**config.mk**
```make
export PLATFORM = sky130hd
export DESIGN_NAME = fph_top
export DESIGN_NICKNAME = d
export VERILOG_FILES = /design/src/rtl/fph_pkg.sv /design/src/rtl/fph_top.sv
export SDC_FILE = /design/constraint.sdc
export NUM_CORES = 1
export LEC_CHECK = 0
export BUFFER_PORTS_ARGS = -buffer_cell sky130_fd_sc_hd__buf_2
export CAP_MARGIN = 20
export CORE_UTILIZATION = 27
export CTS_BUF_LIST = sky130_fd_sc_hd__clkbuf_8
export CTS_CLUSTER_SIZE = 20
export DETAILED_ROUTE_END_ITERATION = 16
export PLACE_DENSITY = 0.44
export SLEW_MARGIN = 20
export SYNTH_ARGS = -nofsm -noshare
export SYNTH_HDL_FRONTEND = slang
export SYNTH_SLANG_ARGS = --single-unit
```
**constraint.sdc**
```tcl
create_clock -name clk -period 3.05 [get_ports clk]
set_clock_uncertainty 0.15 [all_clocks]
set_input_delay 0.305 -clock clk [delete_from_list [all_inputs] [get_ports clk]]
set_output_delay 0.305 -clock clk [all_outputs]
set_load 0.01 [all_outputs]
```
**src/rtl/fph_pkg.sv**
```systemverilog
// constants for the fsk packet handler and mode sequencer
// assumes a 32-bit apb slave, registers one word each at four times the index
package fph_pkg;

    ////////////////////////////////////////////////////////////////////////
    // register indices, byte address is index times four
    localparam logic [5:0] IDX_FMT  = 6'h30;
    localparam logic [5:0] IDX_MODE = 6'h31;
    localparam logic [5:0] IDX_PLEN = 6'h32;
    localparam logic [5:0] IDX_OWN  = 6'h33;
    localparam logic [5:0] IDX_ALL  = 6'h34;
    localparam logic [5:0] IDX_THR  = 6'h35;
    localparam logic [5:0] IDX_SEQ  = 6'h36;
    localparam logic [5:0] IDX_STAT = 6'h38;
    localparam logic [5:0] IDX_MASK = 6'h39;
    localparam logic [5:0] IDX_SST  = 6'h3A;

    ////////////////////////////////////////////////////////////////////////
    // field positions
    localparam int FMT_VAR   = 7;
    localparam int FMT_LBC   = 5;
    localparam int FMT_CRC   = 4;
    localparam int FMT_KEEP  = 3;
    localparam int FMT_ADDR  = 1;
    localparam int FMT_VARNT = 0;
    localparam int MODE_BCN  = 3;
    localparam int THR_SEL   = 7;
    localparam int SEQ_GO    = 7;
    localparam int SEQ_HALT  = 6;
    localparam int SEQ_IDLE  = 5;
    localparam int SEQ_START = 3;
    localparam int SEQ_LP    = 2;
    localparam int SEQ_FIDLE = 1;
    localparam int SEQ_FSEND = 0;

    ////////////////////////////////////////////////////////////////////////
    // reset values
    localparam logic [7:0] RST_FMT  = 8'h90;
    localparam logic [6:0] RST_MODE = 7'h40;
    localparam logic [7:0] RST_PLEN = 8'h40;
    localparam logic [7:0] RST_ID   = 8'h00;
    localparam logic [6:0] RST_THR  = 7'h4F;
    localparam logic [5:0] RST_SEQ  = 6'h00;

    ////////////////////////////////////////////////////////////////////////
    // two-bit codes
    localparam logic [1:0] LBC_OFF = 2'h0;
    localparam logic [1:0] LBC_RSV = 2'h3;
    localparam logic [1:0] AM_OWN  = 2'h1;
    localparam logic [1:0] AM_BOTH = 2'h2;
    localparam logic [1:0] GO_LP   = 2'h0;
    localparam logic [1:0] GO_RX   = 2'h1;
    localparam logic [1:0] GO_TX   = 2'h2;
    localparam logic [1:0] GO_LVL  = 2'h3;

    ////////////////////////////////////////////////////////////////////////
    // chip modes and interrupt status bits
    localparam logic [2:0] CM_SLEEP   = 3'h0;
    localparam logic [2:0] CM_STANDBY = 3'h1;
    localparam logic [2:0] CM_TX      = 3'h3;
    localparam logic [2:0] CM_RX      = 3'h5;
    localparam int IRQ_W  = 5;
    localparam int IRQ_PD = 0;
    localparam int IRQ_SD = 1;
    localparam int IRQ_LV = 2;
    localparam int IRQ_CF = 3;
    localparam int IRQ_OF = 4;

    typedef enum logic [4:0] {
        st_off    = 5'h01,
        st_idle   = 5'h02,
        st_txwait = 5'h04,
        st_tx     = 5'h08,
        st_rx     = 5'h10
    } fph_seq_t;

endpackage

```
**src/rtl/fph_top.sv**
```systemverilog
// packet handler configuration, address filter, crc outcome and mode sequencer
// assumes an apb master on clk and a modem datapath on the same clock
//
// Implementation choice: the APB interface to the registers.
`timescale 1ns/100ps
`default_nettype none

module fph_top #(
    parameter int CNT_W = 7
) (
    // clock and reset
    input  wire logic             clk,
    input  wire logic             rst,
    // apb slave
    input  wire logic             psel,
    input  wire logic             penable,
    input  wire logic             pwrite,
    input  wire logic [7:0]       paddr,
    input  wire logic [31:0]      pwdata,
    output logic      [31:0]      prdata,
    output logic                  pready,
    output logic                  pslverr,
    // modem datapath status
    input  wire logic [CNT_W-1:0] fifo_bytes,
    input  wire logic [2:0]       chip_mode_cur,
    input  wire logic             send_done_irq,
    input  wire logic             first_timer_irq,
    input  wire logic             rx_done,
    input  wire logic             rx_crc_bad,
    input  wire logic             rx_addr_valid,
    input  wire logic [7:0]       rx_addr_byte,
    // framing controls
    output logic                  fmt_variable,
    output logic      [1:0]       line_balance_coding,
    output logic                  checksum_enable,
    output logic                  checksum_scramble_variant,
    output logic                  beacon_enable,
    output logic      [10:0]      payload_size,
    output logic                  addr_ok,
    // receive and send events
    output logic                  payload_done_irq,
    output logic                  fifo_flush,
    output logic                  rx_restart,
    output logic                  queue_level_irq,
    output logic                  tx_go,
    // sequencer
    output logic      [4:0]       seq_state,
    output logic      [2:0]       chip_mode_req,
    output logic                  irq
);

    ////////////////////////////////////////////////////////////////////////
    // registers
    logic [7:0]  fmt_r;
    logic [6:0]  mode_r;
    logic [7:0]  plen_r;
    logic [7:0]  own_r;
    logic [7:0]  all_r;
    logic [6:0]  thr_r;
    logic [5:0]  seq_r;
    logic [fph_pkg::IRQ_W-1:0] stat_r;
    logic [fph_pkg::IRQ_W-1:0] mask_r;
    logic [fph_pkg::IRQ_W-1:0] stat_nxt;
    logic [31:0] prdata_r;
    logic        pready_r;
    logic        pslverr_r;
    logic [1:0]  lbc_r;
    logic        addr_ok_r;
    logic        pd_r;
    logic        flush_r;
    logic        restart_r;
    logic        lvl_r;
    logic        tx_go_r;
    logic        bcn_r;
    logic        irq_r;
    logic [2:0]  init_mode_r;
    logic [2:0]  init_mode_nxt;
    logic [2:0]  cmode_r;
    logic [2:0]  cmode_nxt;
    fph_pkg::fph_seq_t state_r;
    fph_pkg::fph_seq_t state_nxt;
    fph_pkg::fph_seq_t lp_state;

    ////////////////////////////////////////////////////////////////////////
    // apb decode
    wire [5:0] idx      = paddr[7:2];
    wire       aligned  = (paddr[1:0] == 2'h0);
    wire       acc      = psel & penable;
    wire       setup_ok = acc & ~pready_r;
    wire       done     = acc & pready_r;
    wire       wr       = done & pwrite;
    wire       rd       = done & ~pwrite;
    wire       hit_fmt  = aligned & (idx == fph_pkg::IDX_FMT);
    wire       hit_mode = aligned & (idx == fph_pkg::IDX_MODE);
    wire       hit_plen = aligned & (idx == fph_pkg::IDX_PLEN);
    wire       hit_own  = aligned & (idx == fph_pkg::IDX_OWN);
    wire       hit_all  = aligned & (idx == fph_pkg::IDX_ALL);
    wire       hit_thr  = aligned & (idx == fph_pkg::IDX_THR);
    wire       hit_seq  = aligned & (idx == fph_pkg::IDX_SEQ);
    wire       hit_stat = aligned & (idx == fph_pkg::IDX_STAT);
    wire       hit_mask = aligned & (idx == fph_pkg::IDX_MASK);
    wire       hit_sst  = aligned & (idx == fph_pkg::IDX_SST);
    wire       mapped   = hit_fmt | hit_mode | hit_plen | hit_own | hit_all
                        | hit_thr | hit_seq | hit_stat | hit_mask | hit_sst;
    wire [31:0] rd_val  = hit_fmt  ? {24'h0, fmt_r} :
                          hit_mode ? {25'h0, mode_r} :
                          hit_plen ? {24'h0, plen_r} :
                          hit_own  ? {24'h0, own_r} :
                          hit_all  ? {24'h0, all_r} :
                          hit_thr  ? {24'h0, thr_r[6], 1'b0, thr_r[5:0]} :
                          hit_seq  ? {26'h0, seq_r} :
                          hit_stat ? {27'h0, stat_r} :
                          hit_mask ? {27'h0, mask_r} :
                          hit_sst  ? {24'h0, cmode_r, state_r} : 32'h0;

    always_ff @(posedge clk or posedge rst) begin
        if (rst) begin
            pready_r  <= 1'b0;
            pslverr_r <= 1'b0;
            prdata_r  <= 32'h0;
        end else begin
            pready_r  <= setup_ok;
            pslverr_r <= setup_ok & ~mapped;
            prdata_r  <= (setup_ok & ~pwrite) ? rd_val : 32'h0;
        end
    end

    ////////////////////////////////////////////////////////////////////////
    // configuration storage
    always_ff @(posedge clk or posedge rst) begin
        if (rst) begin
            fmt_r  <= fph_pkg::RST_FMT;
            mode_r <= fph_pkg::RST_MODE;
            plen_r <= fph_pkg::RST_PLEN;
            own_r  <= fph_pkg::RST_ID;
            all_r  <= fph_pkg::RST_ID;
            thr_r  <= fph_pkg::RST_THR;
            seq_r  <= fph_pkg::RST_SEQ;
            mask_r <= '0;
        end else if (wr) begin
            if (hit_fmt)  fmt_r  <= pwdata[7:0];
            if (hit_mode) mode_r <= pwdata[6:0];
            if (hit_plen) plen_r <= pwdata[7:0];
            if (hit_own)  own_r  <= pwdata[7:0];
            if (hit_all)  all_r  <= pwdata[7:0];
            if (hit_thr)  thr_r  <= {pwdata[fph_pkg::THR_SEL], pwdata[5:0]};
            if (hit_seq)  seq_r  <= pwdata[5:0];
            if (hit_mask) mask_r <= pwdata[fph_pkg::IRQ_W-1:0];
        end
    end

    ////////////////////////////////////////////////////////////////////////
    // field views
    wire        f_var   = fmt_r[fph_pkg::FMT_VAR];
    wire [1:0]  f_lbc   = fmt_r[fph_pkg::FMT_LBC+:2];
    wire        f_crc   = fmt_r[fph_pkg::FMT_CRC];
    wire        f_keep  = fmt_r[fph_pkg::FMT_KEEP];
    wire [1:0]  f_am    = fmt_r[fph_pkg::FMT_ADDR+:2];
    wire        f_trig  = thr_r[6];
    wire [CNT_W:0] mark1 = {{(CNT_W-5){1'b0}}, thr_r[5:0]} + 1'b1;
    wire [CNT_W:0] cnt  = {1'b0, fifo_bytes};
    wire        lvl_now = (cnt >= mark1);
    wire        any_b   = (fifo_bytes != '0);
    wire        over    = (cnt > (mark1 - 1'b1));
    wire        trig_ok = f_trig ? any_b : over;
    wire        own_eq  = (rx_addr_byte == own_r);
    wire        all_eq  = (rx_addr_byte == all_r);
    wire        am_ok   = (f_am == fph_pkg::AM_OWN)  ? own_eq :
                          (f_am == fph_pkg::AM_BOTH) ? (own_eq | all_eq) : 1'b1;
    wire        crc_bad = f_crc & rx_crc_bad;
    wire        cf_evt  = rx_done & crc_bad;
    wire        pd_evt  = rx_done & (~crc_bad | f_keep);

    ////////////////////////////////////////////////////////////////////////
    // datapath controls
    always_ff @(posedge clk or posedge rst) begin
        if (rst) begin
            lbc_r     <= fph_pkg::LBC_OFF;
            addr_ok_r <= 1'b1;
            pd_r      <= 1'b0;
            flush_r   <= 1'b0;
            restart_r <= 1'b0;
            lvl_r     <= 1'b0;
            tx_go_r   <= 1'b0;
            bcn_r     <= 1'b0;
        end else begin
            lbc_r     <= (f_lbc == fph_pkg::LBC_RSV) ? fph_pkg::LBC_OFF : f_lbc;
            addr_ok_r <= rx_addr_valid ? am_ok : addr_ok_r;
            pd_r      <= pd_evt;
            flush_r   <= cf_evt & ~f_keep;
            restart_r <= cf_evt & ~f_keep;
            lvl_r     <= lvl_now;
            tx_go_r   <= (state_r == fph_pkg::st_tx) & trig_ok;
            bcn_r     <= mode_r[fph_pkg::MODE_BCN] & ~f_var;
        end
    end

    ////////////////////////////////////////////////////////////////////////
    // sequencer
    wire go_wr   = wr & hit_seq & pwdata[fph_pkg::SEQ_GO];
    wire halt_wr = wr & hit_seq & pwdata[fph_pkg::SEQ_HALT];
    wire mode_ok = (chip_mode_cur == fph_pkg::CM_SLEEP) | (chip_mode_cur == fph_pkg::CM_STANDBY);
    // route fields written together with go steer that same start
    wire [5:0] seq_v   = (wr & hit_seq) ? pwdata[5:0] : seq_r;
    wire [1:0] s_start = seq_v[fph_pkg::SEQ_START+:2];

    assign lp_state = seq_v[fph_pkg::SEQ_LP] ? fph_pkg::st_idle : fph_pkg::st_off;

    always_comb begin
        state_nxt     = state_r;
        init_mode_nxt = init_mode_r;
        if (halt_wr) begin
            state_nxt = fph_pkg::st_off;
        end else begin
            case (state_r)
                fph_pkg::st_off: begin
                    if (go_wr & mode_ok) begin
                        init_mode_nxt = chip_mode_cur;
                        case (s_start)
                            fph_pkg::GO_LP:  state_nxt = lp_state;
                            fph_pkg::GO_RX:  state_nxt = fph_pkg::st_rx;
                            fph_pkg::GO_TX:  state_nxt = fph_pkg::st_tx;
                            default:         state_nxt = fph_pkg::st_txwait;
                        endcase
                    end
                end
                fph_pkg::st_idle: begin
                    if (first_timer_irq) begin
                        state_nxt = seq_v[fph_pkg::SEQ_FIDLE] ? fph_pkg::st_rx : fph_pkg::st_tx;
                    end
                end
                fph_pkg::st_txwait: begin
                    if (lvl_r) begin
                        state_nxt = fph_pkg::st_tx;
                    end
                end
                fph_pkg::st_tx: begin
                    if (send_done_irq) begin
                        state_nxt = seq_v[fph_pkg::SEQ_FSEND] ? fph_pkg::st_rx : lp_state;
                    end
                end
                fph_pkg::st_rx: begin
                    state_nxt = fph_pkg::st_rx;
                end
                default: begin
                    state_nxt = fph_pkg::st_off;
                end
            endcase
        end
    end

    always_comb begin
        case (state_nxt)
            fph_pkg::st_idle: cmode_nxt = seq_v[fph_pkg::SEQ_IDLE] ? fph_pkg::CM_SLEEP
                                                                   : fph_pkg::CM_STANDBY;
            fph_pkg::st_tx:   cmode_nxt = fph_pkg::CM_TX;
            fph_pkg::st_rx:   cmode_nxt = fph_pkg::CM_RX;
            default:          cmode_nxt = init_mode_nxt;
        endcase
    end

    always_ff @(posedge clk or posedge rst) begin
        if (rst) begin
            state_r     <= fph_pkg::st_off;
            init_mode_r <= fph_pkg::CM_STANDBY;
            cmode_r     <= fph_pkg::CM_STANDBY;
        end else begin
            state_r     <= state_nxt;
            init_mode_r <= init_mode_nxt;
            cmode_r     <= cmode_nxt;
        end
    end

    ////////////////////////////////////////////////////////////////////////
    // interrupts, set wins over the read clear
    wire off_evt = (state_r != fph_pkg::st_off) & (state_nxt == fph_pkg::st_off);
    wire lv_evt  = lvl_now & ~lvl_r;
    wire [fph_pkg::IRQ_W-1:0] set_v = {off_evt, cf_evt, lv_evt, send_done_irq, pd_evt};
    wire [fph_pkg::IRQ_W-1:0] clr_v = (rd & hit_stat) ? '1 : '0;

    assign stat_nxt = (stat_r & ~clr_v) | set_v;

    always_ff @(posedge clk or posedge rst) begin
        if (rst) begin
            stat_r <= '0;
            irq_r  <= 1'b0;
        end else begin
            stat_r <= stat_nxt;
            irq_r  <= |(stat_nxt & mask_r);
        end
    end

    ////////////////////////////////////////////////////////////////////////
    // outputs
    assign prdata                    = prdata_r;
    assign pready                    = pready_r;
    assign pslverr                   = pslverr_r;
    assign fmt_variable              = fmt_r[fph_pkg::FMT_VAR];
    assign line_balance_coding       = lbc_r;
    assign checksum_enable           = fmt_r[fph_pkg::FMT_CRC];
    assign checksum_scramble_variant = fmt_r[fph_pkg::FMT_VARNT];
    assign beacon_enable             = bcn_r;
    assign payload_size              = {mode_r[2:0], plen_r};
    assign addr_ok                   = addr_ok_r;
    assign payload_done_irq          = pd_r;
    assign fifo_flush                = flush_r;
    assign rx_restart                = restart_r;
    assign queue_level_irq           = lvl_r;
    assign tx_go                     = tx_go_r;
    assign seq_state                 = state_r;
    assign chip_mode_req             = cmode_r;
    assign irq                       = irq_r;

    ////////////////////////////////////////////////////////////////////////
    // checks
    chk_halt_off: assert property (@(posedge clk) disable iff (rst)
        halt_wr |=> (state_r == fph_pkg::st_off))
        else $error("halt did not stop sequencer");

    chk_halt_reads_zero: assert property (@(posedge clk) disable iff (rst)
        (rd & hit_seq) |-> (prdata_r[fph_pkg::SEQ_HALT] == 1'b0) && (prdata_r[fph_pkg::SEQ_GO] == 1'b0))
        else $error("go or halt read back set");

    chk_level_mark: assert property (@(posedge clk) disable iff (rst)
        1'b1 |=> (lvl_r == ({1'b0, $past(fifo_bytes)} > {2'b00, $past(thr_r[5:0])})))
        else $error("level flag wrong");

    chk_fail_flush: assert property (@(posedge clk) disable iff (rst)
        (rx_done & f_crc & rx_crc_bad & ~f_keep) |=> (flush_r & restart_r & ~pd_r))
        else $error("crc fail not flushed");

    chk_fail_keep: assert property (@(posedge clk) disable iff (rst)
        (rx_done & f_crc & rx_crc_bad & f_keep) |=> (pd_r & ~flush_r))
        else $error("kept packet not signalled");

    chk_go_route: assert property (@(posedge clk) disable iff (rst)
        (go_wr & ~halt_wr & mode_ok & (state_r == fph_pkg::st_off) & (s_start == fph_pkg::GO_TX))
        |=> (state_r == fph_pkg::st_tx) && (cmode_r == fph_pkg::CM_TX))
        else $error("start route to send failed");

    chk_go_refused: assert property (@(posedge clk) disable iff (rst)
        (go_wr & ~mode_ok & (state_r == fph_pkg::st_off)) |=> (state_r == fph_pkg::st_off))
        else $error("go accepted in wrong mode");

    chk_idle_timer: assert property (@(posedge clk) disable iff (rst)
        ((state_r == fph_pkg::st_idle) & first_timer_irq & ~halt_wr & ~seq_v[fph_pkg::SEQ_FIDLE])
        |=> (state_r == fph_pkg::st_tx))
        else $error("idle timer route wrong");

    chk_send_done: assert property (@(posedge clk) disable iff (rst)
        ((state_r == fph_pkg::st_tx) & send_done_irq & ~halt_wr & seq_v[fph_pkg::SEQ_FSEND])
        |=> (state_r == fph_pkg::st_rx))
        else $error("send done route wrong");

    chk_addr_own: assert property (@(posedge clk) disable iff (rst)
        (rx_addr_valid & (f_am == fph_pkg::AM_OWN)) |=> (addr_ok_r == $past(own_eq)))
        else $error("own address filter wrong");

    chk_idle_power: assert property (@(posedge clk) disable iff (rst)
        $changed(state_r) && (state_r == fph_pkg::st_idle)
        |-> (cmode_r == ($past(seq_v[fph_pkg::SEQ_IDLE]) ? fph_pkg::CM_SLEEP : fph_pkg::CM_STANDBY)))
        else $error("idle power mode wrong");

    chk_beacon_fixed: assert property (@(posedge clk) disable iff (rst)
        bcn_r |-> $past(~f_var))
        else $error("beacon active in variable format");

endmodule // fph_top

`default_nettype wire

```
==> impl_metrics.tcl, run 1 <==
set metrics [dict create \
    cp_slowest_cell "dfstp_2" \
    finalNonFillerCells 903 \
    dp_hpwl_um 12500 \
    cts.sinks 92 \
    hold_viol_final 0 \
    start_kind "flop" \
    ys_ff_latch 92 \
    layout-drive-gt1-share_pct 29.7 \
    leakagePower_nw 3.07 \
    worst-path-buf-inv 0 \
    cp.required_ns 3.17 \
    wl_um 16200 \
    setup.worst_path.end_class "flop" \
    gr-total-overflow 0 \
    initial_core_util_pct 27.8 \
    critPathTopFamily "compound AO/OA/AOI/OAI gates" \
    arrival_ns 2.76 \
    port_buffers 85 \
    cellPowerDensity_nw_per_um2 374 \
    syn_to_final_growth_pct 16.5 \
    critical_path_class "flop to flop" \
    drv_slew 0 \
    worst_slack_ns 0.418 \
    viasPerCell 4.85 \
    cts_buffers 9 \
    synthArstFlopShare_pct 100 \
    antenna_left 0 \
    root_buffer "clkbuf_8" \
    die_x_um 144 \
    ys_top_cells_by_count "dfrtp_1 (79), nand2_1 (50), mux2_2 (46)" \
    fin_crit_ns 2.63 \
    coreArea_sq_um 19600 \
    grt_pass1_vias 4336 \
    grt_setup_unrepaired "no" \
    maxSlewHeadroom_pct 53.9 \
    timing.hold.ws_ns 0.0152 \
    cts.path.max_buffers 2 \
    ys_warn_count 0 \
    synthCells 547 \
    wl_per_cell_um 18.0 \
    via_count 4378 \
    path_clk_slew_ns 0.10 \
    period_share_pct 86.3 \
    cts-resized-gates 0 \
    synth_top_area_share_pct 36.3 \
    ir_drop_uv 183 \
    fill_cells 2079 \
    die_h_um 144 \
    final_nets 715 \
    cp_max_fo 8 \
    hold_class "input pin to flop" \
    globalplace.congestion 0.865 \
    ys_seq_area_share_pct 42.6 \
    die-area_sq_um 20700 \
    critical-path-max-stage-delay_ns 0.62 \
    pre_cts_ws_ns 0.406 \
    synth_area_leader_cell "dfrtp_1" \
    grt_max_degree 51 \
    drt-initial-drc-count 267 \
    syn_avg_cell_area_sq_um 9.95 \
    setup_viol 0 \
    worst_pin_slew_ns 0.674 \
    track_usage_pct 16.6 \
    boundaryPins 134 \
    worstPathCellList "ha_1, and3_1, xnor2_1, ha_1, a2111oi_0, o21ai_0, o21ai_0, o21ai_0" \
    cts_tree "built" \
    drc 0 \
    num_rows 51 \
    drt_pass1_iterations 4 \
    fin_setup_tns_ns 0 \
    yosys.cell_types.count 69 \
    dp.cells 882 \
    synth.most_common_cell "dfrtp_1" \
    status "finished clean" \
    synth-edff-count 0 \
    max_cap_viol_count 0 \
    grt_pass1_wl_um 25200 \
    syn_area_sq_um 5440 \
    synthFlopType "dfrtp_1" \
    clock.fmax_mhz 380 \
    synthTopCellsByArea "dfrtp_1 (36%), mux2_2 (9.5%), dfstp_2 (6.3%)" \
    antenna_found_initial 2 \
    cpMostUsedCell "o21ai_0" \
    h-tree-depth 3 \
    clk_latency_ns 0.40 \
]
==> report_power, final <==
| part | internal, W | leakage (nW) | total [W] | switching (W) |
|---|---|---|---|---|
| Clock | 0.000408 | 0.107 | 0.000897 | 0.000488 |
| Combinational | 0.0000787 | 1.76 | 0.000239 | 0.000161 |
| Sequential | 0.00123 | 1.20 | 0.00123 | 0.00000703 |
==> sequential cells by signal, summed over array words and instances (netlist names), 5 cells and up <==
signal     flops
all_r          8
fmt_r          8
mask_r         5
mode_r         7
own_r          8
plen_r         8
prdata         8
seq_r          6
seq_state      5
stat_r         5
thr_r          7
==> worst register-to-register path, stage by stage (launching register included) <==
cell,delay [ns]
dfstp_2,0.62
ha_1,0.27
and3_1,0.23
xnor2_1,0.13
ha_1,0.27
a2111oi_0,0.36
o21ai_0,0.13
o21ai_0,0.22
o21ai_0,0.14
==> timing repair <==
item	in CTS	in global routing
endpoints found under the hold margin	36	0
buffers inserted	0	0
hold buffers	4	0
==> path summary, 6_finish.rpt <==
| check | slack (ns) | start | depth (start not counted) | to |
|---|---|---|---|---|
| max | 0.42 | thr_r[0] | 8 | stat_r[2] |
| max reg2reg | 0.42 | thr_r[0] | 8 | stat_r[2] |
| min reg2reg | 0.32 | init_mode_r[1] | 2 | init_mode_r[1] |
| min in group asynchronous | 0.36 | rst | 3 | beacon_enable |
| min | 0.02 | rx_crc_bad | 3 | rx_restart |
| max in group asynchronous | 1.69 | rst | 4 | fmt_r[4] |
==> routing by layer <==
metal / up-vias / track usage [%] / wire length [um]
met5: - / 0 / 10
met4: 2 / 4.65 / 229
met3: 19 / 4.53 / 987
met2: 113 / 25.0 / 7290
met1: 2158 / 23.1 / 7700
li1: 2086 / - / -
==> per-stage QoR <==
step	util [%]	instance area [sq um]	total power (W)
after floorplan	-	5530	0.00141
after global placement	31.1	6090	0.00149
after detailed placement	31.1	6090	0.00149
after CTS	32.3	6330	0.00240
after global routing	32.3	6330	0.00248
final	32.3	6340	0.00237
==> cells by family (layout without fill, tap and decap cells) <==
kind of cell | after synthesis | after routing | share of synthesized area [%]
other cells | 1 | 25 | 0.0689
compound gates | 114 | 114 | 13.6
fa+ha+maj | 15 | 15 | 3.45
flops | 92 | 92 | 42.6
xor+xnor | 24 | 24 | 3.86
mux | 62 | 62 | 12.7
buf+inv | 71 | 138 | 7.22
simple gates | 168 | 168 | 16.4
==> cell type report <==
cell class	instances	area [sq um]	area share, %
Inverter	18	70.1	1.11
Tap cell	265	332	5.23
Antenna cell	1	2.50	0.0395
Multi-Input combinational cell	407	2820	44.4
Clock buffer	10	138	2.17
Clock inverter	6	70.1	1.11
Timing Repair Buffer	104	591	9.32
Sequential cell	92	2320	36.6
==> placed cells by master, fill, tap and decap left out, types with 10 or more instances in the layout <==
cell	netlist	layout
buf_2	8	85
dfrtp_1	79	79
nand2_1	50	50
mux2_2	46	46
o21ai_0	36	36
nor2_1	34	34
conb_1	1	24
a21oi_1	22	22
xor2_1	18	18
inv_1	18	17
mux2i_1	15	15
ha_1	15	15
buf_4	29	14
dfstp_2	13	13
nand3_1	11	11
nor2b_1	10	10
clkbuf_8	0	10
Note: power is estimated with default switching activity, not from simulation.
==> inputs of run 2 (changes only) <==
- clock period: 3.05 -> 2.5 ns (I/O delays scaled with it)
==> impl_metrics.tcl, run 2 (synthesis results as in run 1) <==
set metrics [dict create \
    status "finished clean" \
    stdcell_area_sq_um 6640 \
    path_clk_slew_ns 0.10 \
    dr.max_layer_used "met5" \
    worst-r2r-cell-count 10 \
    period_share_pct 95.8 \
    clk_latency_ns 0.39 \
    ir_drop_uv 227 \
    root_buffer "clkbuf_8" \
    globalplace.congestion 0.825 \
    cts_buffers 9 \
    mostFrequentLayoutCell "buf_2" \
    die_h_um 144 \
    dp_hpwl_um 12800 \
    coreArea_sq_um 19600 \
    antenna_found_initial 1 \
    drt_pass1_iterations 4 \
    min-delay-start "rx_done" \
    intPower_w 0.00221 \
    r2r-end "tx_go" \
    setup.worst_path.end_class "flop" \
    gr-total-overflow 0 \
    wl_per_cell_um 18.2 \
    cts.path.max_buffers 2 \
    final_nets 737 \
    max_cap_viol_count 0 \
    viasPerCell 4.85 \
    reg2reg_from "thr_r[0]" \
    drt-initial-drc-count 243 \
    cp_max_fo 9 \
    dr_wl_met3_um 740 \
    die-area_sq_um 20700 \
    cts.sinks 92 \
    hold_viol_final 0 \
    layout-drive-gt1-share_pct 33.8 \
    hold_class "input pin to flop" \
    drv_slew 0 \
    maxSlewHeadroom_pct 60.3 \
    wl_um 16800 \
    setup_viol 0 \
    leakagePower_nw 3.19 \
    antenna_left 0 \
    grt_pass1_vias 4391 \
    boundaryPins 134 \
    via_count 4489 \
    hold_end "payload_done_irq" \
    syn_to_final_growth_pct 22.1 \
    drt-met1-wl_um 8170 \
    worst_pin_slew_ns 0.580 \
    dr_wl_met2_um 7710 \
    drc 0 \
    h-tree-depth 3 \
    p_switching_w 0.000804 \
    initial_core_util_pct 27.8 \
    num_rows 51 \
    pwr-share-seq_pct 50.0 \
    p_clk_share_pct 39.6 \
    clock.fmax_mhz 417 \
    start_kind "input pin" \
    grt_pass1_wl_um 25900 \
    critical_path_class "input pin to flop" \
    placed_area_sq_um 6200 \
    arrival_ns 2.52 \
    cts_tree "built" \
    final_cell_mix "buf_2 (85), dfrtp_1 (79), nand2_1 (49)" \
    hold_depth 2 \
    p_comb_share_pct 10.4 \
    port_buffers 85 \
    cp.required_ns 2.63 \
    fin_crit_ns 2.40 \
    fin_util_pct 33.9 \
    track_usage_pct 17.0 \
    rrSetupSlack_ns 0.15 \
    swShare_pct 26.7 \
    cellPowerDensity_nw_per_um2 453 \
    grt_max_degree 93 \
    die_x_um 144 \
]
## run 2: cell types whose count changed in the layout (fill, tap and decap cells not counted), sizes merged
| cell | before | now |
|---|---|---|
| clkinv | 3 | 4 |
| inv | 20 | 17 |
| buf | 100 | 117 |
| dlygate4sd3 | 4 | 9 |
| bufinv | 1 | 2 |
| clkinvlp | 0 | 1 |
## run 2: final cells by class
cell class              count  area [sq um]
fillers                  2061         12900
multi-input cells         407          2910
flip-flops and latches     92          2320
repair buffers            126           772
well taps                 265           332
clock buffers              10           138
clock inverters             6          98.8
inverters                  18          71.3
diodes                      1          2.50
## run 2: stage by stage
| step | cells | hold WS [ns] | setup TNS [ns] | total power, W | worst slack, ns |
|---|---|---|---|---|---|
| final | 925 | 0.0249 | 0 | 0.00301 | 0.104 |
| after global routing | 924 | 0.0122 | -0.000724 | 0.00315 | -0.000724 |
| after CTS | 922 | 0.00234 | 0 | 0.00305 | 0.0423 |
| after detailed placement | 897 | 0.256 | -0.0279 | 0.00183 | -0.0177 |
| after global placement | 897 | 0.252 | 0 | 0.00183 | 0.0686 |
| after floorplan | 570 | 0.150 | 0 | 0.00172 | 0.174 |
## run 2: power by group through the flow
| stage | Combinational [W] | Sequential, W | Clock (W) |
|---|---|---|---|
| finish | 0.000313 | 0.00151 | 0.00119 |
| detailed placement | 0.000298 | 0.00153 | 0 |
| global route | 0.000350 | 0.00151 | 0.00129 |
| CTS | 0.000310 | 0.00151 | 0.00123 |
| floorplan | 0.000189 | 0.00153 | 0 |
| global placement | 0.000293 | 0.00153 | 0 |
## run 2: worst max path at each step
stage                             endpoint      from  slack (ns)  cells past startpoint
final                     chip_mode_req[2]   penable        0.10                      8
after global routing                 tx_go  thr_r[0]     -0.0007                     10
after CTS                            tx_go  thr_r[0]        0.04                     10
after detailed placement         stat_r[2]  thr_r[0]       -0.02                      9
after global placement                 irq  thr_r[0]        0.07                      8
after floorplan                        irq  thr_r[0]        0.17                      8
## run 2: what timing repair did
| item | CTS | global route |
|---|---|---|
| setup buffers | 0 | 2 |
| hold buffers | 9 | 0 |
| pin swaps | 0 | 6 |
| endpoints found under the hold margin | 85 | 0 |
| endpoints found under the setup margin | 2 | 5 |
| resized for setup | 2 | 23 |
## run 2: metal layers
layer | up-vias | GRT usage, %
li1 | 2141 | -
met1 | 2217 | 24.2
met2 | 113 | 26.2
met3 | 16 | 3.27
met4 | 2 | 4.65
met5 | - | 0
## run 2: worst max-delay path: stages
cell and delay, ns:
dlygate4sd3_1 0.53, buf_2 0.13, and4_2 0.35, nand4_4 0.24, o41ai_2 0.43, a31oi_1 0.10, or2_1 0.26, a31o_1 0.23
==> inputs of run 3 (changes only) <==
- PLACE_DENSITY: 0.44 -> default
==> impl_metrics.tcl, run 3 (synthesis results as in run 1) <==
set metrics [dict create \
    grt_max_degree 45 \
    setup.worst_path.end_class "flop" \
    mostFrequentLayoutCell "buf_2" \
    ir_drop_uv 267 \
    drt-initial-drc-count 435 \
    cp_max_fo 9 \
    drv_slew 0 \
    gr-total-overflow 0 \
    arrival_ns 2.52 \
    cp_slowest_cell "dlygate4sd3_1" \
    antenna_found_initial 4 \
    wl_um 15900 \
    hold_class "input pin to flop" \
    max_cap_viol_count 0 \
    critPathTopFamily "simple AND/OR/NAND/NOR gates" \
    cts_tree "built" \
    die_x_um 144 \
    cts.sinks 92 \
    antenna_left 0 \
    num_rows 51 \
    clock.fmax_mhz 415 \
    globalplace.congestion 0.925 \
    syn_to_final_growth_pct 21.8 \
    die_h_um 144 \
    worst_pin_slew_ns 0.679 \
    layout-drive-gt1-share_pct 33.7 \
    cp.required_ns 2.61 \
    maxSlewHeadroom_pct 53.6 \
    start_kind "input pin" \
    path_clk_slew_ns 0.09 \
    drt_pass1_iterations 4 \
    leakagePower_nw 3.18 \
    fin_setup_tns_ns 0 \
    finalPower_w 0.00297 \
    final_nets 738 \
    setup_viol 0 \
    cellPowerDensity_nw_per_um2 448 \
    period_share_pct 96.3 \
    h-tree-depth 3 \
    worst-path-buf-inv 2 \
    final_cell_mix "buf_2 (85), dfrtp_1 (79), nand2_1 (49)" \
    fill_cells 2056 \
    coreArea_sq_um 19600 \
    root_buffer "clkbuf_8" \
    critical-path-max-stage-delay_ns 0.53 \
    hold_viol_final 0 \
    clk_latency_ns 0.37 \
    dp_hpwl_um 12300 \
    port_buffers 85 \
    cts_buffers 9 \
    cts.path.max_buffers 2 \
    boundaryPins 134 \
    die-area_sq_um 20700 \
    viasPerCell 4.85 \
    via_count 4494 \
    status "finished clean" \
    wl_per_cell_um 17.2 \
    fin_crit_ns 2.41 \
    drc 0 \
    grt_pass1_vias 4242 \
    track_usage_pct 16.2 \
    critical_path_class "input pin to flop" \
    grt_pass1_wl_um 24600 \
    initial_core_util_pct 27.8 \
    worstPathCellList "dlygate4sd3_1, buf_2, and4_1, nand4_4, o41ai_2, a31oi_1, or2_1, a31o_1" \
]
## run 3: repair_timing
action                                  CTS  global route
buffers inserted                          0             1
endpoints found under the hold margin    18             0
resized for setup                         0            24
endpoints found under the setup margin    0             5
hold buffers                              9             0
## run 3: worst paths after layout
path | start | to | cells past startpoint | slack, ns
setup / recovery | psel | chip_mode_req[2] | 8 | 0.09
hold / removal | rx_done | payload_done_irq | 2 | 0.02
setup reg to reg | thr_r[1] | tx_go | 10 | 0.15
hold reg to reg | init_mode_r[1] | init_mode_r[1] | 2 | 0.32
max in group asynchronous | rst | init_mode_r[0] | 4 | 1.33
min in group asynchronous | rst | own_r[7] | 3 | 0.24
## run 3: layout make-up
type	instances	area (sq um)	share of cell area, %
multi-input combinational	407	2900	43.8
sequential	92	2320	35.0
timing repair buffer	127	776	11.7
tap	265	332	5.00
clock buffer	11	151	2.28
clock inverter	4	72.6	1.10
inverter	18	71.3	1.08
antenna	2	5.00	0.0755
## run 3: power breakdown
group	internal (W)	total, W	leakage (nW)	switching (W)
combinational	0.000113	0.000313	1.86	0.000201
clock	0.000611	0.00115	0.111	0.000535
sequential	0.00150	0.00151	1.20	0.00000903
## run 3: per-layer routing
| metal | part of all wire [%] | routed length [um] | global-route usage (%) |
|---|---|---|---|
| met3 | 6.0 | 960 | 4.30 |
| met2 | 45 | 7190 | 24.7 |
| met1 | 47 | 7500 | 22.1 |
| met4 | 1.6 | 248 | 4.87 |
| met5 | 0.050 | 8 | 0 |
## run 3: stage by stage
step                      cells  hold slack, ns  worst slack [ns]  area (sq um)  util (%)
after global routing        925          0.0124          -0.00474          6620      33.8
after CTS                   923         0.00532            0.0220          6530      33.3
after floorplan             570           0.150             0.174          5530         -
after global placement      899          0.0968            0.0445          6210      31.7
final                       926          0.0244            0.0930          6630      33.8
after detailed placement    899          0.0959            0.0290          6210      31.7
